**config.mk**
```make
export PLATFORM = sky130hd
export DESIGN_NAME = sosd_top
export DESIGN_NICKNAME = d
export VERILOG_FILES = /design/src/inc/sosd_pkg.sv /design/src/hw/sosd_chan.sv /design/src/hw/sosd_top.sv
export VERILOG_INCLUDE_DIRS = /design/src /design/src/inc
export SDC_FILE = /design/constraint.sdc
export NUM_CORES = 1
export LEC_CHECK = 0
export ABC_AREA = 0
export BUFFER_PORTS_ARGS = -buffer_cell sky130_fd_sc_hd__buf_2
export CORE_MARGIN = 4
export CORE_UTILIZATION = 30
export CTS_CLUSTER_DIAMETER = 40
export DETAILED_ROUTE_END_ITERATION = 6
export PLACE_DENSITY = 0.51
export SYNTH_ARGS = -nofsm -noshare
export SYNTH_HDL_FRONTEND = slang
export SYNTH_HIERARCHICAL = 1
export SYNTH_SLANG_ARGS = --single-unit
```
**constraint.sdc**
```tcl
create_clock -name ref_clk -period 4.3 [get_ports ref_clk]
set_input_delay 0.645 -clock ref_clk [delete_from_list [all_inputs] [get_ports ref_clk]]
set_output_delay 0.645 -clock ref_clk [all_outputs]
set_load 0.01 [all_outputs]
```
**src/inc/sosd_regs.svh**
```systemverilog
// register offsets, field positions and timing values of the safety output supervisor
// How it works
// - off pulses only when diagnosis enabled, output ON
// - pulse mode flags high ON/OFF, ground, shorts
// - no-pulse mode flags high OFF, ground, mixed short
// - overcurrent turns that terminal OFF
// - overcurrent raises distinct short-circuit event
// - supply out of range forces all outputs OFF
// - supply out of range sets voltage error
// - no supply supervision when all terminals unused
// - cut-off test removes supply and checks it
// - cut-off test once per power-on only
// - supply present early: test at refreshing entry
// - supply later: test when supply turns on
// - each off pulse lasts 640 us
// - dual mode fault turns both pair terminals OFF
// - error state held at least one second
`ifndef SOSD_REGS_SVH
`define SOSD_REGS_SVH
`define SOSD_CTRL_OFS 12'h000
`define SOSD_MODE_OFS 12'h004
`define SOSD_UNUSED_OFS 12'h008
`define SOSD_CMD_OFS 12'h00C
`define SOSD_STAT_OFS 12'h010
`define SOSD_IRQ_OFS 12'h014
`define SOSD_MASK_OFS 12'h018
`define SOSD_FAULT_OFS 12'h01C
`define SOSD_CTRL_PULSE_BIT 0
`define SOSD_CTRL_REFRESH_BIT 1
`define SOSD_IRQ_SHORT_BIT 0
`define SOSD_IRQ_VOLT_BIT 1
`define SOSD_IRQ_WIRE_BIT 2
`define SOSD_IRQ_CUTOFF_BIT 3
`define SOSD_IRQ_W 4
`define SOSD_PULSE_US 640
`define SOSD_HOLD_MS 1000
`define SOSD_CLK_MHZ 100
`define SOSD_TEST_WAIT_US 1000
`define SOSD_PULSE_PERIOD_US 100000
`endif

```
**src/inc/sosd_pkg.sv**
```systemverilog
// types of the safety output supervisor
package sosd_pkg;
    typedef enum logic [4:0] {
        SOSD_T_IDLE = 5'b00001,
        SOSD_T_WAIT = 5'b00010,
        SOSD_T_CUT = 5'b00100,
        SOSD_T_PASS = 5'b01000,
        SOSD_T_FAIL = 5'b10000
    } sosd_test_t;
endpackage

```
**src/hw/sosd_chan.sv**
```systemverilog
// one safety output channel: off pulse, fault detection, overcurrent shut-off and error hold
`timescale 1ns/100ps
`include "sosd_regs.svh"
module sosd_chan #(
    parameter int PULSE_CYC = 64000,
    parameter int PERIOD_CYC = 10000000,
    parameter int HOLD_CYC = 100000000
) (
    input wire logic ref_clk,
    input wire logic arst_n,
    input wire logic cmd,
    input wire logic pulse_en,
    input wire logic force_off,
    input wire logic pair_fault,
    input wire logic fb_high,
    input wire logic overcurrent,
    input wire logic other_on,
    input wire logic other_fb_high,
    output logic drive,
    output logic fault,
    output logic short_ev,
    output logic wire_ev
);
    logic [31:0] pcnt;
    logic [31:0] next_pcnt;
    logic [31:0] hcnt;
    logic [31:0] next_hcnt;
    logic in_pulse;
    logic next_in_pulse;
    logic held;
    logic next_held;
    logic wire_err;
    logic ev;
    // copy of what the pin shows now; readback is judged against it, not against cmd
    logic drive_q;
    // -----------------------------------------------
    // fault classification
    // -----------------------------------------------
    always_comb
    begin
        wire_err = 1'b0;
        // high while off counts only if off was asked for, or off pulses are enabled
        if (!drive_q && fb_high && (!cmd || pulse_en))
            wire_err = 1'b1;
        if (drive_q && !fb_high)
            wire_err = 1'b1;
        if (!drive_q && other_on && fb_high && other_fb_high)
            wire_err = 1'b1;
        ev = wire_err | overcurrent;
    end
    // -----------------------------------------------
    // pulse timing and error hold
    // -----------------------------------------------
    always_comb
    begin
        next_pcnt = pcnt + 32'h1;
        next_in_pulse = in_pulse;
        next_held = held;
        next_hcnt = hcnt;
        if (!pulse_en || !cmd)
        begin
            next_pcnt = 32'h0;
            next_in_pulse = 1'b0;
        end
        else if (in_pulse && pcnt >= 32'(PULSE_CYC - 1))
        begin
            next_pcnt = 32'h0;
            next_in_pulse = 1'b0;
        end
        else if (!in_pulse && pcnt >= 32'(PERIOD_CYC - 1))
        begin
            next_pcnt = 32'h0;
            next_in_pulse = 1'b1;
        end
        if (ev)
        begin
            next_held = 1'b1;
            next_hcnt = 32'h0;
        end
        else if (held && hcnt >= 32'(HOLD_CYC - 1))
            next_held = 1'b0;
        else if (held)
            next_hcnt = hcnt + 32'h1;
    end
    always_ff @(posedge ref_clk or negedge arst_n)
    begin
        if (!arst_n)
        begin
            pcnt <= 32'h0;
            hcnt <= 32'h0;
            in_pulse <= 1'b0;
            held <= 1'b0;
            drive <= 1'b0;
            drive_q <= 1'b0;
            fault <= 1'b0;
            short_ev <= 1'b0;
            wire_ev <= 1'b0;
        end
        else
        begin
            pcnt <= next_pcnt;
            hcnt <= next_hcnt;
            in_pulse <= next_in_pulse;
            held <= next_held;
            drive <= cmd && !next_in_pulse && !force_off && !pair_fault && !next_held && !overcurrent;
            drive_q <= drive;
            fault <= next_held;
            short_ev <= overcurrent;
            wire_ev <= wire_err;
        end
    end
endmodule // sosd_chan

```
**src/hw/sosd_top.sv**
```systemverilog
// safety output self-diagnosis supervisor with APB register access
`timescale 1ns/100ps
`include "sosd_regs.svh"
module sosd_top import sosd_pkg::*; #(
    parameter int N = 4,
    parameter int PULSE_CYC = `SOSD_PULSE_US * `SOSD_CLK_MHZ,
    parameter int PERIOD_CYC = `SOSD_PULSE_PERIOD_US * `SOSD_CLK_MHZ,
    parameter int HOLD_CYC = `SOSD_HOLD_MS * 1000 * `SOSD_CLK_MHZ,
    parameter int TEST_CYC = `SOSD_TEST_WAIT_US * `SOSD_CLK_MHZ
) (
    input wire logic ref_clk,
    input wire logic arst_n,
    input wire logic psel,
    input wire logic penable,
    input wire logic pwrite,
    input wire logic [11:0] paddr,
    input wire logic [31:0] pwdata,
    output logic [31:0] prdata,
    output logic pready,
    output logic pslverr,
    input wire logic [N-1:0] out_fb_high,
    input wire logic [N-1:0] out_overcurrent,
    input wire logic supply_present,
    input wire logic supply_in_range,
    output logic [N-1:0] out_drive,
    output logic supply_cut,
    output logic irq
);
    logic [31:0] ctrl;
    logic [31:0] mode;
    logic [31:0] unused;
    logic [31:0] data;
    logic [`SOSD_IRQ_W-1:0] stat;
    logic [`SOSD_IRQ_W-1:0] next_stat;
    logic [`SOSD_IRQ_W-1:0] mask;
    logic [N-1:0] drv;
    logic [N-1:0] flt;
    logic [N-1:0] sev;
    logic [N-1:0] wev;
    logic [N-1:0] pair_flt;
    logic [N-1:0] cmd_eff;
    logic volt_err;
    logic supervise;
    logic wr;
    logic rd;
    logic hit;
    logic [31:0] rdata;
    sosd_test_t tst;
    sosd_test_t next_tst;
    logic done;
    logic next_done;
    logic [31:0] tcnt;
    logic [31:0] next_tcnt;
    logic refreshing;
    // -----------------------------------------------
    // apb slave, zero wait states
    // -----------------------------------------------
    assign wr = psel && penable && pwrite;
    assign rd = psel && !pwrite;
    always_comb
    begin
        hit = 1'b1;
        rdata = 32'h0;
        unique case (paddr)
            `SOSD_CTRL_OFS: rdata = ctrl;
            `SOSD_MODE_OFS: rdata = mode;
            `SOSD_UNUSED_OFS: rdata = unused;
            `SOSD_CMD_OFS: rdata = data;
            `SOSD_STAT_OFS: rdata = 32'({tst == SOSD_T_FAIL, done, volt_err, 1'b0} << 0) | 32'(drv) << 8;
            `SOSD_IRQ_OFS: rdata = 32'(stat);
            `SOSD_MASK_OFS: rdata = 32'(mask);
            `SOSD_FAULT_OFS: rdata = 32'(flt);
            default: hit = 1'b0;
        endcase
    end
    always_ff @(posedge ref_clk or negedge arst_n)
    begin
        if (!arst_n)
        begin
            ctrl <= 32'h0;
            mode <= 32'h0;
            unused <= 32'h0;
            data <= 32'h0;
            mask <= '0;
            prdata <= 32'h0;
            pready <= 1'b0;
            pslverr <= 1'b0;
        end
        else
        begin
            pready <= psel && !penable;
            pslverr <= psel && !penable && !hit;
            if (rd && !penable)
                prdata <= rdata;
            if (wr && pready)
            begin
                unique case (paddr)
                    `SOSD_CTRL_OFS: ctrl <= pwdata;
                    `SOSD_MODE_OFS: mode <= pwdata;
                    `SOSD_UNUSED_OFS: unused <= pwdata;
                    `SOSD_CMD_OFS: data <= pwdata;
                    `SOSD_MASK_OFS: mask <= pwdata[`SOSD_IRQ_W-1:0];
                    default: ;
                endcase
            end
        end
    end
    // -----------------------------------------------
    // supply supervision and interrupts
    // -----------------------------------------------
    assign refreshing = ctrl[`SOSD_CTRL_REFRESH_BIT];
    assign supervise = ~&unused[N-1:0];
    assign volt_err = supervise && supply_present && !supply_in_range;
    always_comb
    begin
        next_stat = stat;
        if (wr && pready && paddr == `SOSD_IRQ_OFS)
            next_stat = stat & ~pwdata[`SOSD_IRQ_W-1:0];
        if (|sev)
            next_stat[`SOSD_IRQ_SHORT_BIT] = 1'b1;
        if (volt_err)
            next_stat[`SOSD_IRQ_VOLT_BIT] = 1'b1;
        if (|wev)
            next_stat[`SOSD_IRQ_WIRE_BIT] = 1'b1;
        if (tst == SOSD_T_FAIL)
            next_stat[`SOSD_IRQ_CUTOFF_BIT] = 1'b1;
    end
    // -----------------------------------------------
    // supply cut-off circuit test
    // -----------------------------------------------
    always_comb
    begin
        next_tst = tst;
        next_done = done;
        next_tcnt = tcnt + 32'h1;
        unique case (tst)
            SOSD_T_IDLE:
            begin
                next_tcnt = 32'h0;
                if (!done && refreshing && supply_present)
                    next_tst = SOSD_T_CUT;
            end
            SOSD_T_CUT:
            begin
                if (!supply_present)
                begin
                    next_tst = SOSD_T_WAIT;
                    next_tcnt = 32'h0;
                end
                else if (tcnt >= 32'(TEST_CYC - 1))
                    next_tst = SOSD_T_FAIL;
            end
            SOSD_T_WAIT:
            begin
                next_tst = SOSD_T_PASS;
            end
            SOSD_T_PASS:
            begin
                next_done = 1'b1;
                next_tst = SOSD_T_IDLE;
            end
            SOSD_T_FAIL:
            begin
                next_done = 1'b1;
            end
            default: next_tst = SOSD_T_FAIL;
        endcase
    end
    always_ff @(posedge ref_clk or negedge arst_n)
    begin
        if (!arst_n)
        begin
            tst <= SOSD_T_IDLE;
            done <= 1'b0;
            tcnt <= 32'h0;
            stat <= '0;
            irq <= 1'b0;
            supply_cut <= 1'b0;
            out_drive <= '0;
        end
        else
        begin
            tst <= next_tst;
            done <= next_done;
            tcnt <= next_tcnt;
            stat <= next_stat;
            irq <= |(next_stat & ~mask);
            supply_cut <= next_tst == SOSD_T_CUT;
            out_drive <= drv;
        end
    end
    // -----------------------------------------------
    // channels
    // -----------------------------------------------
    genvar g;
    generate
        for (g = 0; g < N; g++)
        begin : g_ch
            localparam int P = g ^ 1;
            assign cmd_eff[g] = mode[g / 2] ? data[g & ~1] : data[g];
            assign pair_flt[g] = mode[g / 2] && flt[P];
            sosd_chan #(
                .PULSE_CYC(PULSE_CYC),
                .PERIOD_CYC(PERIOD_CYC),
                .HOLD_CYC(HOLD_CYC)
            ) u_ch (
                .ref_clk(ref_clk),
                .arst_n(arst_n),
                .cmd(cmd_eff[g] && !unused[g]),
                .pulse_en(ctrl[`SOSD_CTRL_PULSE_BIT]),
                .force_off(volt_err || tst != SOSD_T_IDLE || !done),
                .pair_fault(pair_flt[g]),
                .fb_high(out_fb_high[g]),
                .overcurrent(out_overcurrent[g]),
                .other_on(cmd_eff[P]),
                .other_fb_high(out_fb_high[P]),
                .drive(drv[g]),
                .fault(flt[g]),
                .short_ev(sev[g]),
                .wire_ev(wev[g])
            );
        end
    endgenerate
endmodule // sosd_top

```
# Word-level counts from Yosys, hierarchy flattened
# Index checks and enable logic that the tools add are counted.
[totals]
regBits = 494
latchBits = 0
mem_bits_rw = 0
rom_bits = 0
inputBits = 59
out_inout_bits = 40
mem_count = 0
[op_classes]
add_sub_neg = 9
n_mul = 0
div_mod_pow = 0
magnitude_cmp = 13
n_eq_ne = 18
n_shift = 0
muxes = 71
bitwise_logic = 9
n_reduce_logical = 150
[ops]
columns = ["cell", "count"]
rows = [
  ["$mux W32", 25],
  ["$add A32 B1 Y32 const B", 9],
  ["$pmux W32 S8", 1],
  ["$ge A32 B16 Y1 const B", 4],
  ["$ge A32 B24 Y1 const B", 4],
  ["$ge A32 B27 Y1 const B", 4],
  ["$logic_and A1 B1 Y1", 76],
  ["$pmux W32 S2", 1],
  ["$eq A12 B5 Y1 const B", 4],
  ["$logic_not A1 Y1", 44],
  ["$mux W1", 39],
  ["$ge A32 B17 Y1 const B", 1],
  ["$pmux W5 S5", 1],
  ["$eq A12 B4 Y1 const B", 2],
  ["$reduce_and A2 Y1", 9],
  ["$mux W5", 3],
  ["$eq A12 B3 Y1 const B", 1],
  ["$logic_not A12 Y1", 1],
  ["$or A4 B12 Y12", 1],
  ["$reduce_or A4 Y1", 3],
  ["$eq A5 B3 Y1 const B", 2],
  ["$logic_or A1 B1 Y1", 10],
  ["$and A4 B4 Y4", 2],
  ["$ne A2 B1 Y1 const B", 4],
  ["other kinds (12)", 19],
]

# Depth between registers and ports, before layout
# Gate-level depths: netlist of run 1.
[logic_depth]
ltp_word = 13
mapped_depth = 9
ltp_nobuf = 8

# By module
# The synthesis of run 1 kept the hierarchy.
[by_module_without_submodules]
columns = ["mod", "n_inst", "cells_per_inst", "area_each_um2"]
rows = [
  ["sosd_chan", 4, 350, 3397.0],
  ["sosd_top", 1, 767, 9519.1],
]

# Worst setup path before layout of run 1
# No wires, ideal clock.
[synth_timing]
path_kind = "input port to flip-flop"
from = "in paddr[9]"
to = "reg ctrl[10]"
setup_time_ns = 0.125
t_arrival_ns = 2.369
path_slack_ns = 1.806
stages = 7
cell_sequence = "or4_4 > buf_6 > nor4b_2 > and2_1 > clkbuf_2 > buf_4 > mux2_2"
[synth_between]
elab_chain_cells = 2
[synth_lines]
columns = ["item", "line", "text"]
rows = [
  ["start, declared", "sosd_top.sv:16", "input wire logic [11:0] paddr,"],
  ["$logic_not A12 Y1", "sosd_top.sv:97", "unique case (paddr)"],
  ["$reduce_and A2 Y1 (no source line)", "-", ""],
  ["end signal, assigned", "sosd_top.sv:98", "`SOSD_CTRL_OFS: ctrl <= pwdata;"],
  ["end, declared", "sosd_top.sv:29", "logic [31:0] ctrl;"],
]
# No other way between the ends.
# A chain may end at the register's enable or synchronous reset.

# Worst setup path after layout of run 1
[layout_timing]
from = "reg g_ch[2].u_ch.hcnt[12]"
to = "reg g_ch[2].u_ch.hcnt[22]"
[layout_between]
elab_chain_cells = 4
elab_cells_between_ends = 8
classes_between = "add/sub (1); order compare (1); eq/ne (1); mux (3); reduce/logical (2)"
[layout_lines]
columns = ["item", "line", "text"]
rows = [
  ["start, declared", "sosd_chan.sv:26", "logic [31:0] hcnt;"],
  ["start signal, assigned", "sosd_chan.sv:102", "hcnt <= next_hcnt;"],
  ["$add A32 B1 Y32 or $ge A32 B27 Y1 (tied branches)", "sosd_chan.sv:83, sosd_chan.sv:80", ""],
  ["$mux W32 or $logic_and A1 B1 Y1 (tied branches)", "sosd_chan.sv:82, sosd_chan.sv:80", ""],
  ["$mux W32 or $ne A2 B1 Y1 (tied branches)", "-", ""],
  ["$mux W32 or $reduce_and A2 Y1 (tied branches)", "-", ""],
]
# Parallel ways exist; a longest one is shown, timed or not. The select of a mux whose other input is x is not followed.

==> flow_summary.toml, run 1 <==
[sta]
setup_tns_ns = 0
fmax_mhz = 336.6
report.final.hold_viol_count = 0
tightest_slew_ns = 1.183
slew_headroom_pct = 21.12
setup_viol = 0
rsz0062_at_grt = "false"
drv_slew = 0
hold_slack_ns = 0.1622
period_needed_ns = 2.971
fin_crit_sh_pct = 69.10
skew_ns = 0.03687

[final_layout]
drive_gt1_share_pct = 19.68
final_common_cell = "dfrtp_1"
area_growth_pct = 21.70
fill_cells = 7484
final_cell_mix = "493 x dfrtp_1, 139 x nand2_1, 130 x mux2_2"
final_cell_count_no_fill = 3405
nNetsFinal = 2363
finalInstanceArea_um2 = 28120

[detailed_routing]
post-route-drc-count = 0
detail-route-antenna-nets = 0
wirelength_um = 56780
firstDrtPassIters = 5
drtIter0Drc = 981
vias_per_cell = 5.089
vias = 17328
wl_per_cell_um = 16.68

[logic_synthesis]
ys_seq_elements = 494
yosys_warnings = 6
yosysSeqAreaShare_pct = 53.50
syn-instance-count = 2167
ys_top_cells_by_area = "dfrtp_1 53%, mux2_2 6.3%, xor2_1 3.6%"
synth_ff_type = "dfrtp_1"
synth_cell_types = 69
synth.top_cell.area_share_pct = 53.39
synth_top_area_cell = "dfrtp_1"
syn_area_um2 = 23110
postSynthAreaPerCell_um2 = 10.66
synth_edf_count = 0
async_flop_share_pct = 100.0

[floorplan]
core.rowCount = 101
dieWidth_um = 285.5
start_util_pct = 30.32
dieHeight_um = 285.5
die-area_um2 = 81530
io_pins = 99
coreArea_um2 = 76200

[clocking]
postCtsSetupBuffers = 0
clk_path_buf_depth = 3
clockRootBuffer = "clkbuf_16"
htree_levels = 3
cts_tree = "done"
cts_buffers = 94
cts.sinks = 494
clk_latency_ns = 0.64
clk_pin_slew_ns = 0.05

[setup_path]
ff2ff_setup_slack_ns = 1.33
crit_arrival_ns = 3.51
critical_path.endpoint_type = "flop"
crit_fanout = 35
crit_path_max_incr_delay_ns = 0.61
critPathSlowestCell = "a211o_1"
cp-start-kind = "flop"
path_class = "flop to flop"
crit_required_ns = 4.84
crit_path_cell_trace = "or4_1, a211o_1, a211o_1, buf_4, or4_1, a21oi_1"

[global_routing]
grt_pass1_wl_um = 94230
antenna_found_initial = 9
grt_max_degree = 159
grt_usage_pct = 13.93
overflow = 0
grt_pass1_vias = 17597

[placement]
dp_cells = 3228
portBuffers = 98
hpwl_um = 36650
placed_area_um2 = 24810
gp_congestion = 0.7835

[min_path]
min_path_type = "input port to flop"

[power_and_ir_drop]
powerDensity_nw_per_um2 = 441.8
leakage_nw = 12.03
ir_worst_vdd_mv = 0.2900

[status]
status = "finished, final reports clean"

[job]
cap_violations = 0
per-stage QoR:
step	worst slack (ns)	utilization (%)	power [mW]
2_1_floorplan	1.806	-	4.845
3_3_place_gp	1.175	32.56	5.028
3_5_place_dp	1.117	32.56	5.035
4_1_cts	1.344	36.90	12.62
5_1_grt	1.160	36.90	12.89
6_report	1.329	36.90	12.42
what timing repair did:
item | in CTS | in global routing
resized for setup | 0 | 0
hold buffers | 1 | 0
endpoints found under the hold margin | 47 | 0
flip-flops by register name, summed over array words and instances (netlist names), 5 cells and up:
name,count
prdata,32
tcnt,32
g_ch.u_ch/hcnt,128
data,32
ctrl,32
unused,32
tst,5
mode,32
g_ch.u_ch/pcnt,128
logic make-up (layout without fill, tap and decap cells):
logic type      after synthesis  count (layout)  synth area share [%]
xor+xnor                    124             124                 4.700
mux                         147             147                 7.305
simple gates                845             845                 20.27
flops                       494             494                 53.50
buf+inv                     168             346                 3.048
fa+ha+maj                     9               9                0.4873
other cells                   4              34               0.06496
compound gates              376             376                 10.62
cells in the mapped netlist (all sizes together), types with 43 or more instances:
library cell / count
nand4: 67
xor2: 96
mux2: 133
nand2: 140
or4: 59
inv: 43
nor2: 93
o21ai: 70
o31ai: 50
a21oi: 123
nand3: 96
dfrtp: 493
clkbuf: 85
nor3: 115
or3: 59
cell type report:
cell class	count	area [um^2]	area share, %
clock buffer	117	2590	9.210
timing repair buffer	129	798.3	2.839
inverter	43	161.4	0.5740
antenna	2	5.005	0.01780
tap	1030	1289	4.583
sequential	494	12360	43.96
multi-input combinational	1533	10210	36.30
clock inverter	57	705.7	2.509
metal layers:
metal / routed length (um) / part of all wire [%] / global-route usage [%]
met1: 26380 / 46 / 18.93
met2: 26180 / 46 / 21.86
met3: 2584 / 4.6 / 3.394
met4: 1572 / 2.8 / 4.629
met5: 53 / 0.093 / 0
worst paths after layout:
check | start | end | cells past startpoint
setup reg to reg | g_ch[2].u_ch/hcnt[12] | g_ch[2].u_ch/hcnt[22] | 6
hold reg to reg | prdata[5] | prdata[5] | 2
setup / recovery | g_ch[2].u_ch/hcnt[12] | g_ch[2].u_ch/hcnt[22] | 6
min in group asynchronous | arst_n | tcnt[19] | 2
hold / removal | out_overcurrent[3] | g_ch[3].u_ch/short_ev | 1
max in group asynchronous | arst_n | g_ch[0].u_ch/hcnt[7] | 3
power breakdown:
group          leakage, nW  internal [mW]  total [mW]  switching, mW
clock network         1.61           4.90        7.47           2.57
logic                 3.70         0.0593       0.251          0.192
registers             6.72           4.69        4.70         0.0123
total                 12.0           9.65        12.4           2.78
critical path: cells and delay by family (launching register included):
| family | cells | cell delay (ns) |
|---|---|---|
| AND/OR/NAND/NOR | 2 | 1.04 |
| buffers and inverters | 1 | 0.36 |
| flip-flops | 1 | 0.42 |
| AO/OA/AOI/OAI | 3 | 1.06 |
Power figures use the tool's default switching activity.
==> run 2, diff against run 1 <==
--- a/config.mk
+++ b/config.mk
@@ -6,7 +6,7 @@
 export SDC_FILE = /design/constraint.sdc
 export NUM_CORES = 1
 export LEC_CHECK = 0
-export ABC_AREA = 0
+export ABC_AREA = 1
 export BUFFER_PORTS_ARGS = -buffer_cell sky130_fd_sc_hd__buf_2
 export CORE_MARGIN = 4
 export CORE_UTILIZATION = 30
==> constraint.sdc (replaced) <==
create_clock -name ref_clk -period 2.9 [get_ports ref_clk]
set_input_delay 0.435 -clock ref_clk [delete_from_list [all_inputs] [get_ports ref_clk]]
set_output_delay 0.435 -clock ref_clk [all_outputs]
set_load 0.01 [all_outputs]
==> run 2 against run 1 <==
  * Utilization down 0.17 points
  * Clock power increased by 63%
  * Sequential share of layout area is 5.2 points lower
  * Flip-flop and latch count did not move
  * Design area rose by 13%
  * Area after synthesis is 14% higher
  * Clock-buffer cell count is 2 lower
  * Routed wire length up 24%
  * Maximum frequency up 31%
  * Synthesized cell count is 64% higher
  * Sequential power increased by 48%
  * Highest routed layer unchanged
==> flow_summary.toml, run 2 <==
[status]
status = "finished, final reports clean"

[sta]
slew_headroom_pct = 52.97
rsz0062_at_grt = "false"
tightest_slew_ns = 0.7054
fmax_mhz = 440.4
setup_viol = 0
skew_ns = 0.03853
report.final.hold_viol_count = 0
setup_tns_ns = 0
drv_slew = 0
period_needed_ns = 2.271
fin_crit_sh_pct = 78.30

[floorplan]
core.rowCount = 108
die-area_um2 = 92250
dieHeight_um = 303.7
start_util_pct = 30.24
coreArea_um2 = 86750
io_pins = 99
dieWidth_um = 303.7

[logic_synthesis]
syn_area_um2 = 26240
synth_top_area_cell = "dfrtp_1"
yosys_warnings = 6
async_flop_share_pct = 100.0
yosysSeqAreaShare_pct = 47.12
ys_top_cells_by_area = "dfrtp_1 47%, nand2_1 16%, nor2_1 7.0%"
synth_ff_type = "dfrtp_1"
ys_seq_elements = 494
syn-instance-count = 3547
synth_commonest_cells = "1136 x nand2_1, 493 x dfrtp_1, 487 x nor2_1, 338 x nand3_1, 336 x inv_1"
synth_edf_count = 0
synth.top_cell.area_share_pct = 47.02
postSynthAreaPerCell_um2 = 7.396
synth_cell_types = 44
synth.most_common_cell = "nand2_1"

[setup_path]
critical_path.startpoint = "g_ch[0].u_ch/hcnt[0]"
critPathSlowestCell = "dfrtp_1"
cp-start-kind = "flop"
r2r_start = "g_ch[0].u_ch/hcnt[0]"
critical_path.endpoint_type = "flop"
crit_fanout = 27
crit_arrival_ns = 2.79
path_class = "flop to flop"
crit_required_ns = 3.42
cp.buffers_inverters = 1
crit_path_max_incr_delay_ns = 0.42
crit_path_cell_trace = "ha_1, nand2_2, nor2_4, nand2_2, nand2_1, nand2_1, nand2_1, nand2_1, nand2_2, inv_2, nand3b_1, nand2_1"
critPathTopFamily = "simple AND/OR/NAND/NOR gates"
path_common_cell = "nand2_1"

[clocking]
postCtsSetupBuffers = 0
clk_path_buf_depth = 3
cts_buffers = 98
clk_latency_ns = 0.65
clockRootBuffer = "clkbuf_16"
htree_levels = 3
cts.sinks = 494
clk_pin_slew_ns = 0.05
cts_tree = "done"

[global_routing]
grt_max_degree = 93
overflow = 0
antenna_found_initial = 4
grt_pass1_vias = 22258
grt_pass1_wl_um = 117900
grt_usage_pct = 15.32

[detailed_routing]
wirelength_um = 70270
firstDrtPassIters = 5
detail-route-antenna-nets = 0
wl_per_cell_um = 14.18
vias = 22521
post-route-drc-count = 0
drtIter0Drc = 1491
vias_per_cell = 4.546

[min_path]
hold_start = "out_fb_high[2]"
min_path_type = "input port to flop"

[final_layout]
nNetsFinal = 3785
final_cell_mix = "1136 x nand2_1, 493 x dfrtp_1, 486 x nor2_1"
drive_gt1_share_pct = 10.35
finalInstanceArea_um2 = 31870
fill_cells = 9128
reg.largest.list = "g_ch.u_ch/hcnt: 128 flops, g_ch.u_ch/pcnt: 128 flops"
final_common_cell = "nand2_1"
area_growth_pct = 21.47

[placement]
gp_congestion = 0.8299
placed_area_um2 = 28200
hpwl_um = 48170
portBuffers = 98

[power_and_ir_drop]
ir_worst_vdd_mv = 0.3865
powerDensity_nw_per_um2 = 615.2
leakage_nw = 14.80

[job]
cap_violations = 0
==> run 2: per-stage QoR <==
stage | worst slack [ns] | std cells | hold WS, ns | power, mW | utilization, %
floorplan | 1.146 | 3575 | 0.1394 | 7.190 | -
global placement | 0.5725 | 4767 | 0.4301 | 7.499 | 32.50
detailed placement | 0.6015 | 4767 | 0.4279 | 7.502 | 32.50
CTS | 0.5669 | 4952 | 0.04967 | 19.93 | 36.73
global route | 0.3643 | 4952 | 0.07730 | 20.32 | 36.73
finish | 0.6294 | 4954 | 0.09108 | 19.60 | 36.73
==> run 2: final cells by class <==
cell class / count / area, um^2 / area share (%)
Clock buffer: 115 / 2646 / 8.304
Multi-Input combinational cell: 2630 / 12150 / 38.12
Sequential cell: 494 / 12360 / 38.79
Tap cell: 1155 / 1445 / 4.535
Antenna cell: 2 / 5.005 / 0.01570
Clock inverter: 65 / 969.7 / 3.043
Inverter: 350 / 1314 / 4.122
Timing Repair Buffer: 143 / 975.9 / 3.062
==> run 2: final timing paths <==
| path | slack [ns] | cells past startpoint | end |
|---|---|---|---|
| setup / recovery | 0.63 | 12 | g_ch[0].u_ch/hcnt[26] |
| hold / removal | 0.09 | 2 | g_ch[2].u_ch/wire_ev |
| setup reg to reg | 0.63 | 12 | g_ch[0].u_ch/hcnt[26] |
| hold reg to reg | 0.46 | 1 | tst[3] |
| max in group asynchronous | 1.64 | 3 | prdata[11] |
| min in group asynchronous | 0.32 | 2 | g_ch[0].u_ch/pcnt[5] |
==> run 2: kinds of logic (layout without fill, tap and decap cells) <==
kind of cell,after synthesis,count (layout),synth area share [%]
flip-flops,494,494,47.12
buffers and inverters,451,673,7.139
XOR/XNOR,121,121,4.039
adder cells (fa/ha/maj),9,9,0.4292
AND/OR/NAND/NOR,2227,2227,36.41
AO/OA/AOI/OAI,241,241,4.798
other,4,34,0.05721
==> run 2: timing repair <==
action	CTS	global route
resized for setup	0	0
hold endpoints to repair	48	0
hold buffers	5	0
==> run 2: routing by layer <==
layer  global-route usage (%)  share of wire, %
met5                        0             0.019
met4                    4.292               2.3
met3                    2.849               4.6
met2                    24.38                44
met1                    21.38                49
==> run 2: worst register-to-register path, cell delays in order, from the launching register on <==
cell and delay (ns):
dfrtp_1 0.42, ha_1 0.25, nand2_2 0.09, nor2_4 0.14, nand2_2 0.12, nand2_1 0.09
nand2_1 0.05, nand2_1 0.06, nand2_1 0.06, nand2_2 0.31, inv_2 0.32, nand3b_1 0.17
nand2_1 0.07
==> run 2: where the power goes <==
part,leakage (nW),internal (mW),switching [mW]
sequential,6.69,6.94,0.0158
combinational,6.35,0.0930,0.326
clock,1.76,8.26,3.97
==> run 3, diff against run 2 <==
==> constraint.sdc (replaced) <==
create_clock -name ref_clk -period 2.2 [get_ports ref_clk]
set_input_delay 0.33 -clock ref_clk [delete_from_list [all_inputs] [get_ports ref_clk]]
set_output_delay 0.33 -clock ref_clk [all_outputs]
set_load 0.01 [all_outputs]
==> run 3 against run 2 <==
  * Non-clock buffer count grew 66
  * Combinational power increased by 47%
  * Critical path depth did not move
  * Clock skew rose by 0.030 ns
  * Sequential power is 32% higher
  * Cell count rose by 1.3%
  * Maximum frequency increased by 15%
  * Clock power increased by 21%
  * Utilization is 0.51 points higher
  * First-iteration DRC count fell by 4.6%
  * Clock-buffer cell count down 13
  * Critical path type unchanged
  * Critical endpoint is now g_ch[3].u_ch/drive
==> flow_summary.toml, run 3 (synthesis gave the netlist of run 2 again) <==
[job]
cap_violations = 0

[final_layout]
final_cell_mix = "1136 x nand2_1, 493 x dfrtp_1, 486 x nor2_1"
fill_cells = 9117
nNetsFinal = 3846
drive_gt1_share_pct = 11.02
reg.largest.list = "g_ch.u_ch/hcnt: 128 flops, g_ch.u_ch/pcnt: 128 flops"
area_growth_pct = 23.17
final_common_cell = "nand2_1"

[setup_path]
crit_fanout = 55
critical_path.endpoint_type = "flop"
crit_required_ns = 2.77
reg2reg_depth = 12
cp-start-kind = "flop"
path_class = "flop to flop"
crit_arrival_ns = 2.55

[sta]
drv_slew = 0
finalWorstSetupSlack_ns = 0.2181
rsz0062_at_grt = "false"
fmax_mhz = 504.6
tightest_slew_ns = 0.5188
fin_crit_sh_pct = 90.09
slew_headroom_pct = 65.38
setup_viol = 0
period_needed_ns = 1.982
report.final.hold_viol_count = 0
skew_ns = 0.06895

[clocking]
cts_tree = "done"
cts_buffers = 93
clk_pin_slew_ns = 0.05
cts.sinks = 494
postCtsSetupBuffers = 0
clk_path_buf_depth = 3
clk_latency_ns = 0.66
clockRootBuffer = "clkbuf_16"
htree_levels = 3

[floorplan]
dieWidth_um = 303.7
coreArea_um2 = 86750
die-area_um2 = 92250
dieHeight_um = 303.7
start_util_pct = 30.24
io_pins = 99
core.rowCount = 108

[detailed_routing]
firstDrtPassIters = 5
detail-route-antenna-nets = 0
post-route-drc-count = 0
drtIter0Drc = 1422
wirelength_um = 70070
vias_per_cell = 4.536
wl_per_cell_um = 13.97
vias = 22754

[status]
status = "finished, final reports clean"

[placement]
hpwl_um = 48550
gp_congestion = 0.8403
place_ws_ns = 0.04605
portBuffers = 98

[min_path]
min_path_type = "input port to flop"
holdPathStages = 3

[power_and_ir_drop]
powerDensity_nw_per_um2 = 760.4
finalPower_mw = 24.57
netSwitchingFraction_pct = 23.94
net-switching-power_mw = 5.881
leakage_nw = 15.02
p_comb_share_pct = 2.5
ir_worst_vdd_mv = 0.5826
power.internal_mw = 18.69
clkPwrFrac_pct = 60.2
pwr-share-seq_pct = 37.3

[global_routing]
grt_usage_pct = 15.29
grt_pass1_vias = 22408
grt_max_degree = 66
antenna_found_initial = 5
grt_pass1_wl_um = 117600
overflow = 0
-- run 3: worst paths after layout --
check,endpoint,from,slack (ns)
worst min register to register,prdata[16],prdata[16],0.47
min in group asynchronous,g_ch[2].u_ch/pcnt[21],arst_n,0.22
worst min-delay path,ctrl[14],pwdata[14],0.04
worst max-delay path,g_ch[3].u_ch/drive,mode[1],0.22
max in group asynchronous,ctrl[28],arst_n,1.25
worst max register to register,g_ch[3].u_ch/drive,mode[1],0.22
-- run 3: cell type report --
type                            count  area (um^2)  area share [%]
Clock inverter                     73        885.9           2.741
Timing Repair Buffer              209         1715           5.309
Sequential cell                   494        12360           38.26
Inverter                          350         1316           4.073
Clock buffer                      102         2421           7.492
Tap cell                         1155         1445           4.472
Multi-Input combinational cell   2630        12160           37.63
Antenna cell                        3        7.507         0.02323
-- run 3: stage by stage --
stage / area, um^2 / hold slack [ns] / util (%) / instances / setup TNS [ns]
after floorplan: 26340 / 0.03441 / - / 3575 / 0
after global placement: 28620 / 0.3048 / 32.99 / 4802 / -0.01661
after detailed placement: 28620 / 0.3023 / 32.99 / 4802 / 0
after CTS: 32290 / 0.0005602 / 37.22 / 5013 / 0
after global routing: 32310 / 0.02836 / 37.24 / 5013 / 0
final: 32310 / 0.03777 / 37.25 / 5016 / 0
-- run 3: critical path, cell delays in order, from the launching register on --
cell and delay (ns):
dfrtp_1 0.45, inv_1 0.08, nand2_1 0.06, a21oi_1 0.22
inv_2 0.05, nor2_1 0.08, nand2_1 0.05, nand3_1 0.06
o21ai_1 0.12, nor2_4 0.13, buf_12 0.24, nand3_1 0.20
a21oi_1 0.16
-- run 3: power by group through the flow --
stage | Clock [mW] | Sequential [mW] | Combinational, mW
final | 14.8 | 9.17 | 0.617
after global routing | 15.7 | 9.16 | 0.707
after CTS | 15.2 | 9.16 | 0.641
after detailed placement | 0 | 9.32 | 0.586
after global placement | 0 | 9.32 | 0.589
after floorplan | 0 | 9.32 | 0.160
-- run 3: timing repair --
| item | in CTS | in global routing |
|---|---|---|
| hold buffers | 36 | 0 |
| endpoints found under the setup margin | 0 | 41 |
| gates resized for setup | 0 | 5 |
| hold endpoints to repair | 264 | 0 |
-- run 3: metal layers --
metal | global-route usage [%] | share of wire, % | vias up
li1 | - | - | 11695
met1 | 21.27 | 49 | 10568
met2 | 24.26 | 45 | 381
met3 | 3.064 | 4.6 | 108
met4 | 4.281 | 2.2 | 2
met5 | 0 | 0.014 | -
